<file path="src/shared/hbp_pkg.sv">
`default_nettype none
package hbp_pkg;
	// ==========================================================
	// widths and clocking
	localparam int ADDR_W = 10;
	localparam int DATA_W = 32;
	localparam int CLK_PERIOD_NS = 4;
	localparam int REF_CLK_MHZ = 25;
	localparam int PLL_MULT = 4;
	localparam int SYS_CLK_MHZ = REF_CLK_MHZ * PLL_MULT;
	// ==========================================================
	// timing counts
	// eeprom clock at most 1 MHz: half period least 500 ns
	localparam int EE_HALF_NS = 500;
	localparam int EE_HALF_CYC =
		(EE_HALF_NS + CLK_PERIOD_NS - 1) / CLK_PERIOD_NS;
	localparam int EE_BITS = 16;
	// activity blink length per event
	localparam int BLINK_NS = 50000000;
	localparam logic [23:0] BLINK_CYC =
		24'(BLINK_NS / CLK_PERIOD_NS);
	// ==========================================================
	// strap encodings {timing, clock source}
	localparam logic [1:0] MODE_SYNC_EXT = 2'h0;
	localparam logic [1:0] MODE_RESERVED = 2'h1;
	localparam logic [1:0] MODE_ASYNC_EXT = 2'h2;
	localparam logic [1:0] MODE_ASYNC_INT = 2'h3;
	// byte order {hi, lo}
	localparam logic [1:0] ORDER_BIG = 2'h0;
	localparam logic [1:0] ORDER_HALF_LE = 2'h1;
	localparam logic [1:0] ORDER_WORD = 2'h2;
	localparam logic [1:0] ORDER_LITTLE = 2'h3;
	// bus width {hi, lo}
	localparam logic [1:0] WIDTH_32 = 2'h0;
	localparam logic [1:0] WIDTH_16 = 2'h1;
	localparam logic [1:0] WIDTH_8 = 2'h2;
	localparam logic [1:0] WIDTH_RSVD = 2'h3;
	localparam logic [3:0] LANES_32 = 4'hf;
	localparam logic [3:0] LANES_16 = 4'h3;
	localparam logic [3:0] LANES_8 = 4'h1;
	// ==========================================================
	// carriers
	typedef struct packed {
		logic async_bus;
		logic clk_internal;
		logic wait_hi;
		logic [1:0] order;
		logic [1:0] width;
	} hbp_cfg_type;
	localparam hbp_cfg_type CFG_RESET = '0;
	typedef struct packed {
		logic write;
		logic [ADDR_W-1:0] addr;
		logic [DATA_W-1:0] data;
	} hbp_req_type;
	typedef enum logic [1:0] {
		ST_IDLE = 2'h0,
		ST_ARMED = 2'h1,
		ST_BUSY = 2'h2,
		ST_DONE = 2'h3
	} hbp_state_type;
endpackage
`default_nettype wire

</file>
<file path="src/hdl/hbp_host_port.sv">
// Function
// - internal clock mode selects PLL at four times the 25 MHz reference.
// - external mode uses host bus clock; sync mode samples on it.
// - sync mode captures address at first bus clock rise with select low.
// - async mode captures address once select fall is synchronised.
// - select low starts access; write enable marks write, output enable read.
// - data drivers on only during a read with output enable low.
// - wait asserted while device cannot yet supply or take data.
// - wait active high when polarity strap high, else active low.
// - timing, clock source, polarity straps decode; 0,1,x is reserved.
// - byte order from the two order straps.
// - bus width from two width straps; 11 is reserved.
// - reset floats all outputs that have an enable, aborts work, restores initial values.
// - interrupt open-drain output pulled low on interrupt event.
// - wake output pulled low on wake event.
// - LED driven low to light, floated when off.
// - link LED shows link; activity LED blinks on traffic.
// - eeprom transfer framed by select, clock at most 1 MHz.
// - test logic samples mode select on test clock rise; test reset.
`timescale 1ns/1ps
`default_nettype none
module hbp_host_port #(
	parameter logic [23:0] BLINK_CYCLES = hbp_pkg::BLINK_CYC
) (
	// clock, reset, enable
	input wire logic i_ref_clk,
	input wire logic i_resetn,
	input wire logic i_clk_en,
	// host bus pins
	input wire logic i_host_bus_clock,
	input wire logic i_cs_n,
	input wire logic i_we_n,
	input wire logic i_oe_n,
	input wire logic [9:0] i_addr,
	input wire logic [31:0] i_data_in,
	output logic [31:0] o_data_out,
	output logic [31:0] o_data_oe,
	output logic o_wait,
	output logic o_wait_oe,
	// straps
	input wire logic i_bus_timing_strap,
	input wire logic i_clock_source_strap,
	input wire logic i_wait_polarity_strap,
	input wire logic i_byte_order_strap_lo,
	input wire logic i_byte_order_strap_hi,
	input wire logic i_bus_width_strap_lo,
	input wire logic i_bus_width_strap_hi,
	output hbp_pkg::hbp_cfg_type o_cfg,
	output logic o_cfg_valid,
	output logic o_strap_fault,
	output logic o_clk_sel_pll,
	// internal access side
	output hbp_pkg::hbp_req_type o_req,
	output logic o_req_valid,
	input wire logic i_ack,
	input wire logic [31:0] i_rd_data,
	// events and leds
	input wire logic i_irq_event,
	input wire logic i_wake_event,
	input wire logic i_link_up,
	input wire logic i_activity,
	output logic o_int_n,
	output logic o_int_n_oe,
	output logic o_wake_event_out_n,
	output logic o_wake_event_out_n_oe,
	output logic o_link_led,
	output logic o_link_led_oe,
	output logic o_activity_led,
	output logic o_activity_led_oe,
	// eeprom
	input wire logic i_ee_start,
	input wire logic [15:0] i_ee_wdata,
	input wire logic i_eeprom_data_from_rom,
	output logic o_eeprom_select,
	output logic o_eeprom_serial_clock,
	output logic o_eeprom_data_to_rom,
	output logic o_eeprom_data_to_rom_oe,
	output logic o_ee_busy,
	output logic [15:0] o_ee_rdata,
	// test access
	input wire logic i_test_clock,
	input wire logic i_test_mode_sel,
	input wire logic i_test_data_in,
	input wire logic i_test_reset_n,
	output logic o_test_data_out,
	output logic o_tms_sampled
);
	// ==========================================================
	// pin synchronisers
	logic [3:0] ctl_s1_r, ctl_s2_r;
	logic [41:0] bus_s1_r, bus_s2_r;
	logic [6:0] strap_s1_r, strap_s2_r;
	logic [4:0] misc_s1_r, misc_s2_r;
	logic hbc_d_r, cs_d_r, tck_d_r;
	always_ff @(posedge i_ref_clk or negedge i_resetn) begin
		if (!i_resetn) begin
			ctl_s1_r <= 4'he;
			ctl_s2_r <= 4'he;
			bus_s1_r <= '0;
			bus_s2_r <= '0;
			misc_s1_r <= 5'h01;
			misc_s2_r <= 5'h01;
			hbc_d_r <= 1'b0;
			cs_d_r <= 1'b1;
			tck_d_r <= 1'b0;
		end else if (i_clk_en) begin
			ctl_s1_r <= {i_cs_n, i_we_n, i_oe_n, i_host_bus_clock};
			ctl_s2_r <= ctl_s1_r;
			bus_s1_r <= {i_addr, i_data_in};
			bus_s2_r <= bus_s1_r;
			misc_s1_r <= {i_eeprom_data_from_rom, i_test_clock,
				i_test_mode_sel, i_test_data_in, i_test_reset_n};
			misc_s2_r <= misc_s1_r;
			hbc_d_r <= ctl_s2_r[0];
			cs_d_r <= ctl_s2_r[3];
			tck_d_r <= misc_s2_r[3];
		end
	end
	// straps keep tracking in reset so the capture edge sees settled pins
	always_ff @(posedge i_ref_clk) begin
		if (i_clk_en) begin
			strap_s1_r <= {i_bus_timing_strap, i_clock_source_strap,
				i_wait_polarity_strap, i_byte_order_strap_hi,
				i_byte_order_strap_lo, i_bus_width_strap_hi,
				i_bus_width_strap_lo};
			strap_s2_r <= strap_s1_r;
		end
	end
	logic cs_s, we_s, oe_s, hbc_s;
	logic [9:0] addr_s;
	logic [31:0] data_s;
	assign {cs_s, we_s, oe_s, hbc_s} = ctl_s2_r;
	assign {addr_s, data_s} = bus_s2_r;
	// ==========================================================
	// strap capture, once after reset release
	hbp_pkg::hbp_cfg_type cfg_nxt;
	always_comb begin
		cfg_nxt = '{async_bus: strap_s2_r[6],
			clk_internal: strap_s2_r[5], wait_hi: strap_s2_r[4],
			order: strap_s2_r[3:2], width: strap_s2_r[1:0]};
	end
	always_ff @(posedge i_ref_clk or negedge i_resetn) begin
		if (!i_resetn) begin
			o_cfg <= hbp_pkg::CFG_RESET;
			o_cfg_valid <= 1'b0;
			o_strap_fault <= 1'b0;
			o_clk_sel_pll <= 1'b0;
		end else if (i_clk_en && !o_cfg_valid) begin
			o_cfg <= cfg_nxt;
			o_cfg_valid <= 1'b1;
			o_strap_fault <= ({cfg_nxt.async_bus, cfg_nxt.clk_internal}
				== hbp_pkg::MODE_RESERVED) ||
				(cfg_nxt.width == hbp_pkg::WIDTH_RSVD);
			// internal mode picks the x4 PLL clock
			// otherwise the host bus clock is the system clock
			o_clk_sel_pll <= cfg_nxt.clk_internal;
		end
	end
	// ==========================================================
	// lane helpers
	// byte order swap, an involution so reads and writes share it
	function automatic logic [31:0] order_swap(input logic [31:0] d,
		input logic [1:0] ord, input logic [1:0] wid);
		logic [31:0] r;
		r = d;
		if (wid != hbp_pkg::WIDTH_8) begin
			case (ord)
				hbp_pkg::ORDER_HALF_LE: r = {d[23:16], d[31:24],
					d[7:0], d[15:8]};
				hbp_pkg::ORDER_WORD: r = {d[15:0], d[31:16]};
				hbp_pkg::ORDER_LITTLE: r = {d[7:0], d[15:8],
					d[23:16], d[31:24]};
				default: r = d;
			endcase
		end
		return r;
	endfunction
	// active lanes; reserved width falls back to 32 bits
	function automatic logic [3:0] lanes(input logic [1:0] wid);
		logic [3:0] l;
		case (wid)
			hbp_pkg::WIDTH_16: l = hbp_pkg::LANES_16;
			hbp_pkg::WIDTH_8: l = hbp_pkg::LANES_8;
			default: l = hbp_pkg::LANES_32;
		endcase
		return l;
	endfunction
	logic [3:0] lane_en;
	logic [31:0] lane_bits;
	always_comb begin
		lane_en = lanes(o_cfg.width);
		lane_bits = {{8{lane_en[3]}}, {8{lane_en[2]}}, {8{lane_en[1]}},
			{8{lane_en[0]}}};
	end
	// ==========================================================
	// host bus access sequencer
	hbp_pkg::hbp_state_type state_r;
	logic [9:0] addr_r;
	logic hbc_rise, bus_tick, strobe, start_sync, start_async;
	logic wait_act;
	assign hbc_rise = hbc_s & ~hbc_d_r;
	assign bus_tick = o_cfg.async_bus | hbc_rise;
	assign strobe = ~we_s | ~oe_s;
	assign start_sync = ~o_cfg.async_bus & hbc_rise & ~cs_s;
	assign start_async = o_cfg.async_bus & ~cs_s & cs_d_r;
	// stall while the request is pending
	assign wait_act = (state_r == hbp_pkg::ST_BUSY) ||
		(state_r == hbp_pkg::ST_ARMED && strobe && bus_tick);
	always_ff @(posedge i_ref_clk or negedge i_resetn) begin
		if (!i_resetn) begin
			state_r <= hbp_pkg::ST_IDLE;
			addr_r <= '0;
			o_req <= '0;
			o_req_valid <= 1'b0;
			o_data_out <= '0;
		end else if (i_clk_en) begin
			o_req_valid <= 1'b0;
			case (state_r)
				hbp_pkg::ST_IDLE: begin
					// sync: first bus clock rise with select low; async: synchronised select fall
					if (o_cfg_valid && (start_sync || start_async)) begin
						addr_r <= addr_s;
						state_r <= hbp_pkg::ST_ARMED;
					end
				end
				hbp_pkg::ST_ARMED: begin
					if (cs_s) begin
						state_r <= hbp_pkg::ST_IDLE;
					end else if (bus_tick && strobe) begin
						// level and data taken on the bus tick
						o_req.write <= ~we_s;
						o_req.addr <= addr_r;
						o_req.data <= order_swap(data_s, o_cfg.order,
							o_cfg.width) & lane_bits;
						o_req_valid <= 1'b1;
						state_r <= hbp_pkg::ST_BUSY;
					end
				end
				hbp_pkg::ST_BUSY: begin
					if (i_ack) begin
						o_data_out <= order_swap(i_rd_data, o_cfg.order,
							o_cfg.width) & lane_bits;
						state_r <= hbp_pkg::ST_DONE;
					end
				end
				hbp_pkg::ST_DONE: begin
					if (cs_s) begin
						state_r <= hbp_pkg::ST_IDLE;
					end
				end
				default: state_r <= hbp_pkg::ST_IDLE;
			endcase
		end
	end
	// wait pin driven only inside a bus cycle
	always_ff @(posedge i_ref_clk or negedge i_resetn) begin
		if (!i_resetn) begin
			o_wait <= 1'b0;
			o_wait_oe <= 1'b0;
		end else if (i_clk_en) begin
			o_wait <= wait_act ~^ o_cfg.wait_hi;
			o_wait_oe <= o_cfg_valid & ~cs_s;
		end
	end
	// drive only in a read with output enable held low
	for (genvar gi = 0; gi < 32; gi++) begin : g_data_oe
		always_ff @(posedge i_ref_clk or negedge i_resetn) begin
			if (!i_resetn) begin
				o_data_oe[gi] <= 1'b0;
			end else if (i_clk_en) begin
				o_data_oe[gi] <= lane_bits[gi] & ~o_req.write & ~oe_s &
					~cs_s & (state_r == hbp_pkg::ST_DONE);
			end
		end
	end
	// ==========================================================
	// event pins and leds
	logic [23:0] blink_r;
	always_ff @(posedge i_ref_clk or negedge i_resetn) begin
		if (!i_resetn) begin
			o_int_n <= 1'b1;
			o_int_n_oe <= 1'b0;
			o_wake_event_out_n <= 1'b1;
			o_wake_event_out_n_oe <= 1'b0;
			o_link_led <= 1'b1;
			o_link_led_oe <= 1'b0;
			o_activity_led <= 1'b1;
			o_activity_led_oe <= 1'b0;
			blink_r <= '0;
		end else if (i_clk_en) begin
			o_int_n <= ~i_irq_event;
			o_int_n_oe <= i_irq_event;
			o_wake_event_out_n <= ~i_wake_event;
			o_wake_event_out_n_oe <= i_wake_event;
			o_link_led <= ~i_link_up;
			o_link_led_oe <= i_link_up;
			// activity ignored while a blink counts down, lit in first half
			if (i_activity && blink_r == '0) begin
				blink_r <= BLINK_CYCLES;
			end else if (blink_r != '0) begin
				blink_r <= blink_r - 24'h000001;
			end
			o_activity_led <= ~(blink_r > (BLINK_CYCLES >> 1));
			o_activity_led_oe <= blink_r > (BLINK_CYCLES >> 1);
		end
	end
	// ==========================================================
	// eeprom serial engine, msb first, 16 bits
	logic [6:0] ee_div_r;
	logic [4:0] ee_bit_r;
	logic [15:0] ee_sh_r;
	always_ff @(posedge i_ref_clk or negedge i_resetn) begin
		if (!i_resetn) begin
			ee_div_r <= '0;
			ee_bit_r <= '0;
			ee_sh_r <= '0;
			o_ee_busy <= 1'b0;
			o_ee_rdata <= '0;
			o_eeprom_select <= 1'b0;
			o_eeprom_serial_clock <= 1'b0;
			o_eeprom_data_to_rom <= 1'b0;
			o_eeprom_data_to_rom_oe <= 1'b0;
		end else if (i_clk_en) begin
			if (!o_ee_busy) begin
				if (i_ee_start) begin
					o_ee_busy <= 1'b1;
					o_eeprom_select <= 1'b1;
					o_eeprom_data_to_rom_oe <= 1'b1;
					o_eeprom_data_to_rom <= i_ee_wdata[15];
					ee_sh_r <= i_ee_wdata;
					ee_div_r <= '0;
					ee_bit_r <= '0;
				end
			end else if (ee_div_r == 7'(hbp_pkg::EE_HALF_CYC - 1)) begin
				// half period keeps the clock at 1 MHz or less
				ee_div_r <= '0;
				o_eeprom_serial_clock <= ~o_eeprom_serial_clock;
				if (!o_eeprom_serial_clock) begin
					ee_sh_r <= {ee_sh_r[14:0], misc_s2_r[4]};
				end else if (ee_bit_r == 5'(hbp_pkg::EE_BITS - 1)) begin
					o_ee_busy <= 1'b0;
					o_eeprom_select <= 1'b0;
					o_eeprom_data_to_rom_oe <= 1'b0;
					o_ee_rdata <= ee_sh_r;
				end else begin
					ee_bit_r <= ee_bit_r + 5'h01;
					o_eeprom_data_to_rom <= ee_sh_r[15];
				end
			end else begin
				ee_div_r <= ee_div_r + 7'h01;
			end
		end
	end
	// ==========================================================
	// test access: bypass stage only
	always_ff @(posedge i_ref_clk or negedge i_resetn) begin
		if (!i_resetn) begin
			o_tms_sampled <= 1'b1;
			o_test_data_out <= 1'b0;
		end else if (i_clk_en) begin
			if (!misc_s2_r[0]) begin
				o_tms_sampled <= 1'b1;
				o_test_data_out <= 1'b0;
			end else if (misc_s2_r[3] && !tck_d_r) begin
				o_tms_sampled <= misc_s2_r[2];
				o_test_data_out <= misc_s2_r[1];
			end
		end
	end
	// ==========================================================
	// checks
	a_sync_addr: assert property (@(posedge i_ref_clk)
		disable iff (!i_resetn) i_clk_en && state_r == hbp_pkg::ST_IDLE
		&& o_cfg_valid && start_sync |=> addr_r == $past(addr_s))
		else $error("sync address not captured");
	a_async_addr: assert property (@(posedge i_ref_clk)
		disable iff (!i_resetn) i_clk_en && state_r == hbp_pkg::ST_IDLE
		&& o_cfg_valid && start_async |=> state_r == hbp_pkg::ST_ARMED)
		else $error("async select fall missed");
	a_read_drive: assert property (@(posedge i_ref_clk)
		disable iff (!i_resetn) $past(i_clk_en) && o_data_oe != '0 |->
		$past(state_r) == hbp_pkg::ST_DONE && !o_req.write &&
		$past(oe_s) == 1'b0)
		else $error("data driven outside read");
	a_wait_level: assert property (@(posedge i_ref_clk)
		disable iff (!i_resetn) i_clk_en && state_r == hbp_pkg::ST_BUSY
		##1 $past(i_clk_en) |-> o_wait == o_cfg.wait_hi)
		else $error("wait polarity wrong");
	a_int_pull: assert property (@(posedge i_ref_clk)
		disable iff (!i_resetn) i_clk_en && i_irq_event |=>
		o_int_n_oe && !o_int_n)
		else $error("interrupt not pulled low");
	a_wake_pull: assert property (@(posedge i_ref_clk)
		disable iff (!i_resetn) i_clk_en && i_wake_event |=>
		o_wake_event_out_n_oe && !o_wake_event_out_n)
		else $error("wake not pulled low");
	a_link_led: assert property (@(posedge i_ref_clk)
		disable iff (!i_resetn) i_clk_en |=>
		o_link_led_oe == $past(i_link_up) && !(o_link_led_oe && o_link_led))
		else $error("link led wrong");
	a_ee_rate: assert property (@(posedge i_ref_clk)
		disable iff (!i_resetn) $past(i_clk_en) &&
		$changed(o_eeprom_serial_clock) |->
		$past(ee_div_r) == hbp_pkg::EE_HALF_CYC - 1)
		else $error("eeprom clock too fast");
	a_tms_sample: assert property (@(posedge i_ref_clk)
		disable iff (!i_resetn) i_clk_en && misc_s2_r[0] &&
		misc_s2_r[3] && !tck_d_r |=> o_tms_sampled == $past(misc_s2_r[2]))
		else $error("tms not sampled");
	a_write_take: assert property (@(posedge i_ref_clk)
		disable iff (!i_resetn) o_req_valid |->
		o_req.write == !$past(we_s) && state_r == hbp_pkg::ST_BUSY)
		else $error("write level not taken");
endmodule
`default_nettype wire

</file>
<file path="config.mk">
export PLATFORM = sky130hd
export DESIGN_NAME = hbp_host_port
export DESIGN_NICKNAME = d
export VERILOG_FILES = /design/src/shared/hbp_pkg.sv /design/src/hdl/hbp_host_port.sv
export SDC_FILE = /design/constraint.sdc
export NUM_CORES = 1
export LEC_CHECK = 0
export BUFFER_PORTS_ARGS = -buffer_cell sky130_fd_sc_hd__buf_2
export CAP_MARGIN = 30
export CORE_AREA = 2 2 158 160
export CTS_CLUSTER_SIZE = 8
export DETAILED_ROUTE_END_ITERATION = 6
export DIE_AREA = 0 0 160 162
export PLACE_DENSITY = 0.85
export SYNTH_ARGS = -nofsm -noshare
export SYNTH_HDL_FRONTEND = slang
export SYNTH_SLANG_ARGS = --single-unit
</file>
<file path="constraint.sdc">
create_clock -name i_ref_clk -period 4.8 [get_ports i_ref_clk]
set_input_delay 0.24 -clock i_ref_clk [delete_from_list [all_inputs] [get_ports i_ref_clk]]
set_output_delay 0.24 -clock i_ref_clk [all_outputs]
set_load 0.02 [all_outputs]
</file>
==> flow_summary.toml <==
[worst_setup_path]
startpoint_type = "flop"
r2r_slack_ps = 1750
critPathMaxFanout = 14
crit_required_ps = 5220
cp.arrival_ps = 3470
path_class = "reg2reg"
crit_path_end_kind = "flop"

[floorplanning]
die_width_um = 160
die_y_um = 162
io_pins = 266
die_area_mm2 = 0.02592
rows = 57
core_area_mm2 = 0.02411
start_util = 0.6045

[pwr]
p_seq_frac = 0.422
p_sw_frac = 0.3448
powerDensity_mw_per_mm2 = 502.7
pwr-share-comb = 0.263
internal-power_w = 0.005869
p_clk_frac = 0.315
max-vdd-ir-drop_v = 0.0003451
p_sw_w = 0.003088
p_leak_nw = 8.066

[layout]
layout_common_cells = "dfrtp_1 (273), buf_2 (263), mux2_2 (158), a21oi_1 (89), mux2i_1 (81)"
final_common_cell = "dfrtp_1"
nets = 1629
num-fill-cells = 1622
final_util = 0.7392
syn2layout_area_growth_pct = 22.27
post_route_cells_drive_above_1_share = 0.3422

[sta]
post-route-min-period_ps = 3048
maxSlewViolCount = 0
fin_skew_ps = 21.06
setup_ws_ps = 1752
tightest_slew_ps = 1092
rsz0062_at_grt = "no"
hold_viol_final = 0
fin_setup_tns_ps = 0
max-slew-margin-rel = 0.2681
max_freq_mhz = 328.1
period_share = 0.6350
setup_viol = 0

[global_routing]
grt_start_max_net_pins = 139
overflow = 0
grt_pass1_vias = 11532
grt_use_total = 0.2902
grt_pass1_wl_um = 60810
antenna_found_initial = 1

[cts]
clock-sinks = 303
cts_max_path_buffers = 3
cts_tree = "built"
clkTransAtPathRegs_ps = 50
cts-root-buf = "clkbuf_16"
cts_resized = 0
cts_buffers = 43
clk_latency_ps = 540
htree_num_levels = 2

[route]
drc = 0
via_count = 11400
drtIter0Drc = 919
via_per_inst = 6.119
firstDrtPassIters = 5
wire_per_inst_um = 20.15
drt.antenna.violating_nets = 0
routed_wirelength_um = 37530

[synthesis]
yosys_warnings = 0
synth_top_area_share = 0.4722
synth_area_mm2 = 0.01457
syn_nets = 1374
synth_ff_type = "dfrtp_1"
yosysSeqAreaShare = 0.5263
avgSynthCellArea_um2 = 11.64
synth-seq-cells = 303
syn_inst = 1252
ys_top_cells_by_area = "dfrtp_1 (47%), mux2_2 (12%), mux2i_1 (5.6%)"
synth.distinct_cells = 67
synth_top_cell_by_area = "dfrtp_1"
async_reset_ff_frac = 0.9538
synth-edff-count = 14

[status]
run_status = "completed"

[placed_design]
preCtsSetupSlack_ps = 1671
dp_hpwl_um = 22700
io_buffers = 265
gp_congestion = 0.8878

[job]
cap_viol_max_count = 0

[min_path]
holdCritPathClass = "in2reg"
==> cell families after synthesis <==
family,after synthesis,synth area share
AOI/OAI and AO/OA,289,0.1239
muxes,254,0.2001
xor gates and xnor gates,5,0.003005
and+or+nand+nor,246,0.09385
buffers and inverters,148,0.04679
DFF,303,0.5263
adders and majority gates,7,0.006010
==> power groups by stage <==
stage / sequential (W) / combinational (W) / clock [W]
after floorplan: 0.00399 / 0.00122 / 0
after global placement: 0.00374 / 0.00218 / 0
after detailed placement: 0.00378 / 0.00228 / 0
after CTS: 0.00376 / 0.00234 / 0.00285
after global routing: 0.00386 / 0.00257 / 0.00297
final: 0.00378 / 0.00236 / 0.00282
==> final cells by class <==
| cell class | instances | area, µm² | area share |
|---|---|---|---|
| flip-flops and latches | 303 | 7677 | 0.4309 |
| multi-input cells | 801 | 6246 | 0.3505 |
| repair buffers | 341 | 2161 | 0.1213 |
| clock buffers | 73 | 1210 | 0.06790 |
| well taps | 324 | 405.4 | 0.02275 |
| inverters | 17 | 63.81 | 0.003581 |
| clock inverters | 2 | 50.05 | 0.002809 |
| diodes | 2 | 5.005 | 0.0002809 |
==> metal layers <==
| layer | GRT usage | wire length [µm] | part of all wire |
|---|---|---|---|
| met5 | 0 | 0 | 0 |
| met4 | 0.1229 | 1259 | 0.034 |
| met3 | 0.05363 | 2491 | 0.066 |
| met2 | 0.4723 | 18460 | 0.49 |
| met1 | 0.3880 | 15330 | 0.41 |
==> cells in the mapped netlist (all sizes together) (6+ instances only) <==
master / instances
nor2: 24
o221ai: 33
nor4: 11
edfxtp: 14
a22o: 8
a31oi: 21
o211ai: 6
a21oi: 89
nor3: 14
o22ai: 19
inv: 17
mux2i: 81
mux4: 14
ha: 7
nor2b: 7
nand4: 10
dfrtp: 275
nand3: 15
buf: 50
clkbuf: 81
o21ai: 79
mux2: 159
dfstp: 14
nand2: 80
nor3b: 50
==> metrics by stage <==
| step | power, W | cells | hold WS (ps) | cell area, µm² |
|---|---|---|---|---|
| floorplan | 0.005203 | 1252 | -55.59 | 14570 |
| global placement | 0.005923 | 1719 | 402.8 | 15820 |
| detailed placement | 0.006057 | 1723 | 408.0 | 15910 |
| CTS | 0.008950 | 1860 | 15.44 | 17790 |
| global route | 0.009395 | 1862 | 30.00 | 17820 |
| finish | 0.008957 | 1863 | 26.47 | 17820 |
==> worst max-delay path: stages, from the launching register on <==
cell and delay, ps:
dfrtp_1 400, inv_1 120, ha_1 220, nor4b_1 640
nand4_1 710, o2111ai_1 480, mux2_2 370
==> path summary, 6_finish.rpt <==
kind / startpoint / endpoint / cells after the start
hold reg to reg: strap_s1_r[0] / cfg_nxt[0] / 0
setup / recovery: blink_r[0] / blink_r[6] / 6
setup reg to reg: blink_r[0] / blink_r[6] / 6
max in group asynchronous: i_resetn / o_cfg[3] / 3
min in group asynchronous: i_resetn / o_ee_rdata[7] / 2
hold / removal: i_ee_wdata[10] / ee_sh_r[10] / 3
==> timing repair <==
action                                 CTS  global route
endpoints found under the hold margin  198             0
hold buffers                            62             0
buffers inserted                         0             0
==> registers in the layout, summed over array words and instances (netlist names), 6 cells and up, named ones only <==
| name | flops |
|---|---|
| addr_r | 10 |
| blink_r | 24 |
| bus_s1_r | 42 |
| bus_s2_r | 42 |
| cfg_nxt | 7 |
| ee_div_r | 7 |
| ee_sh_r | 16 |
| o_cfg | 6 |
| o_data_out | 32 |
| o_ee_rdata | 16 |
| o_req | 43 |
| strap_s1_r | 7 |
Note: power is estimated with default switching activity, not from simulation.
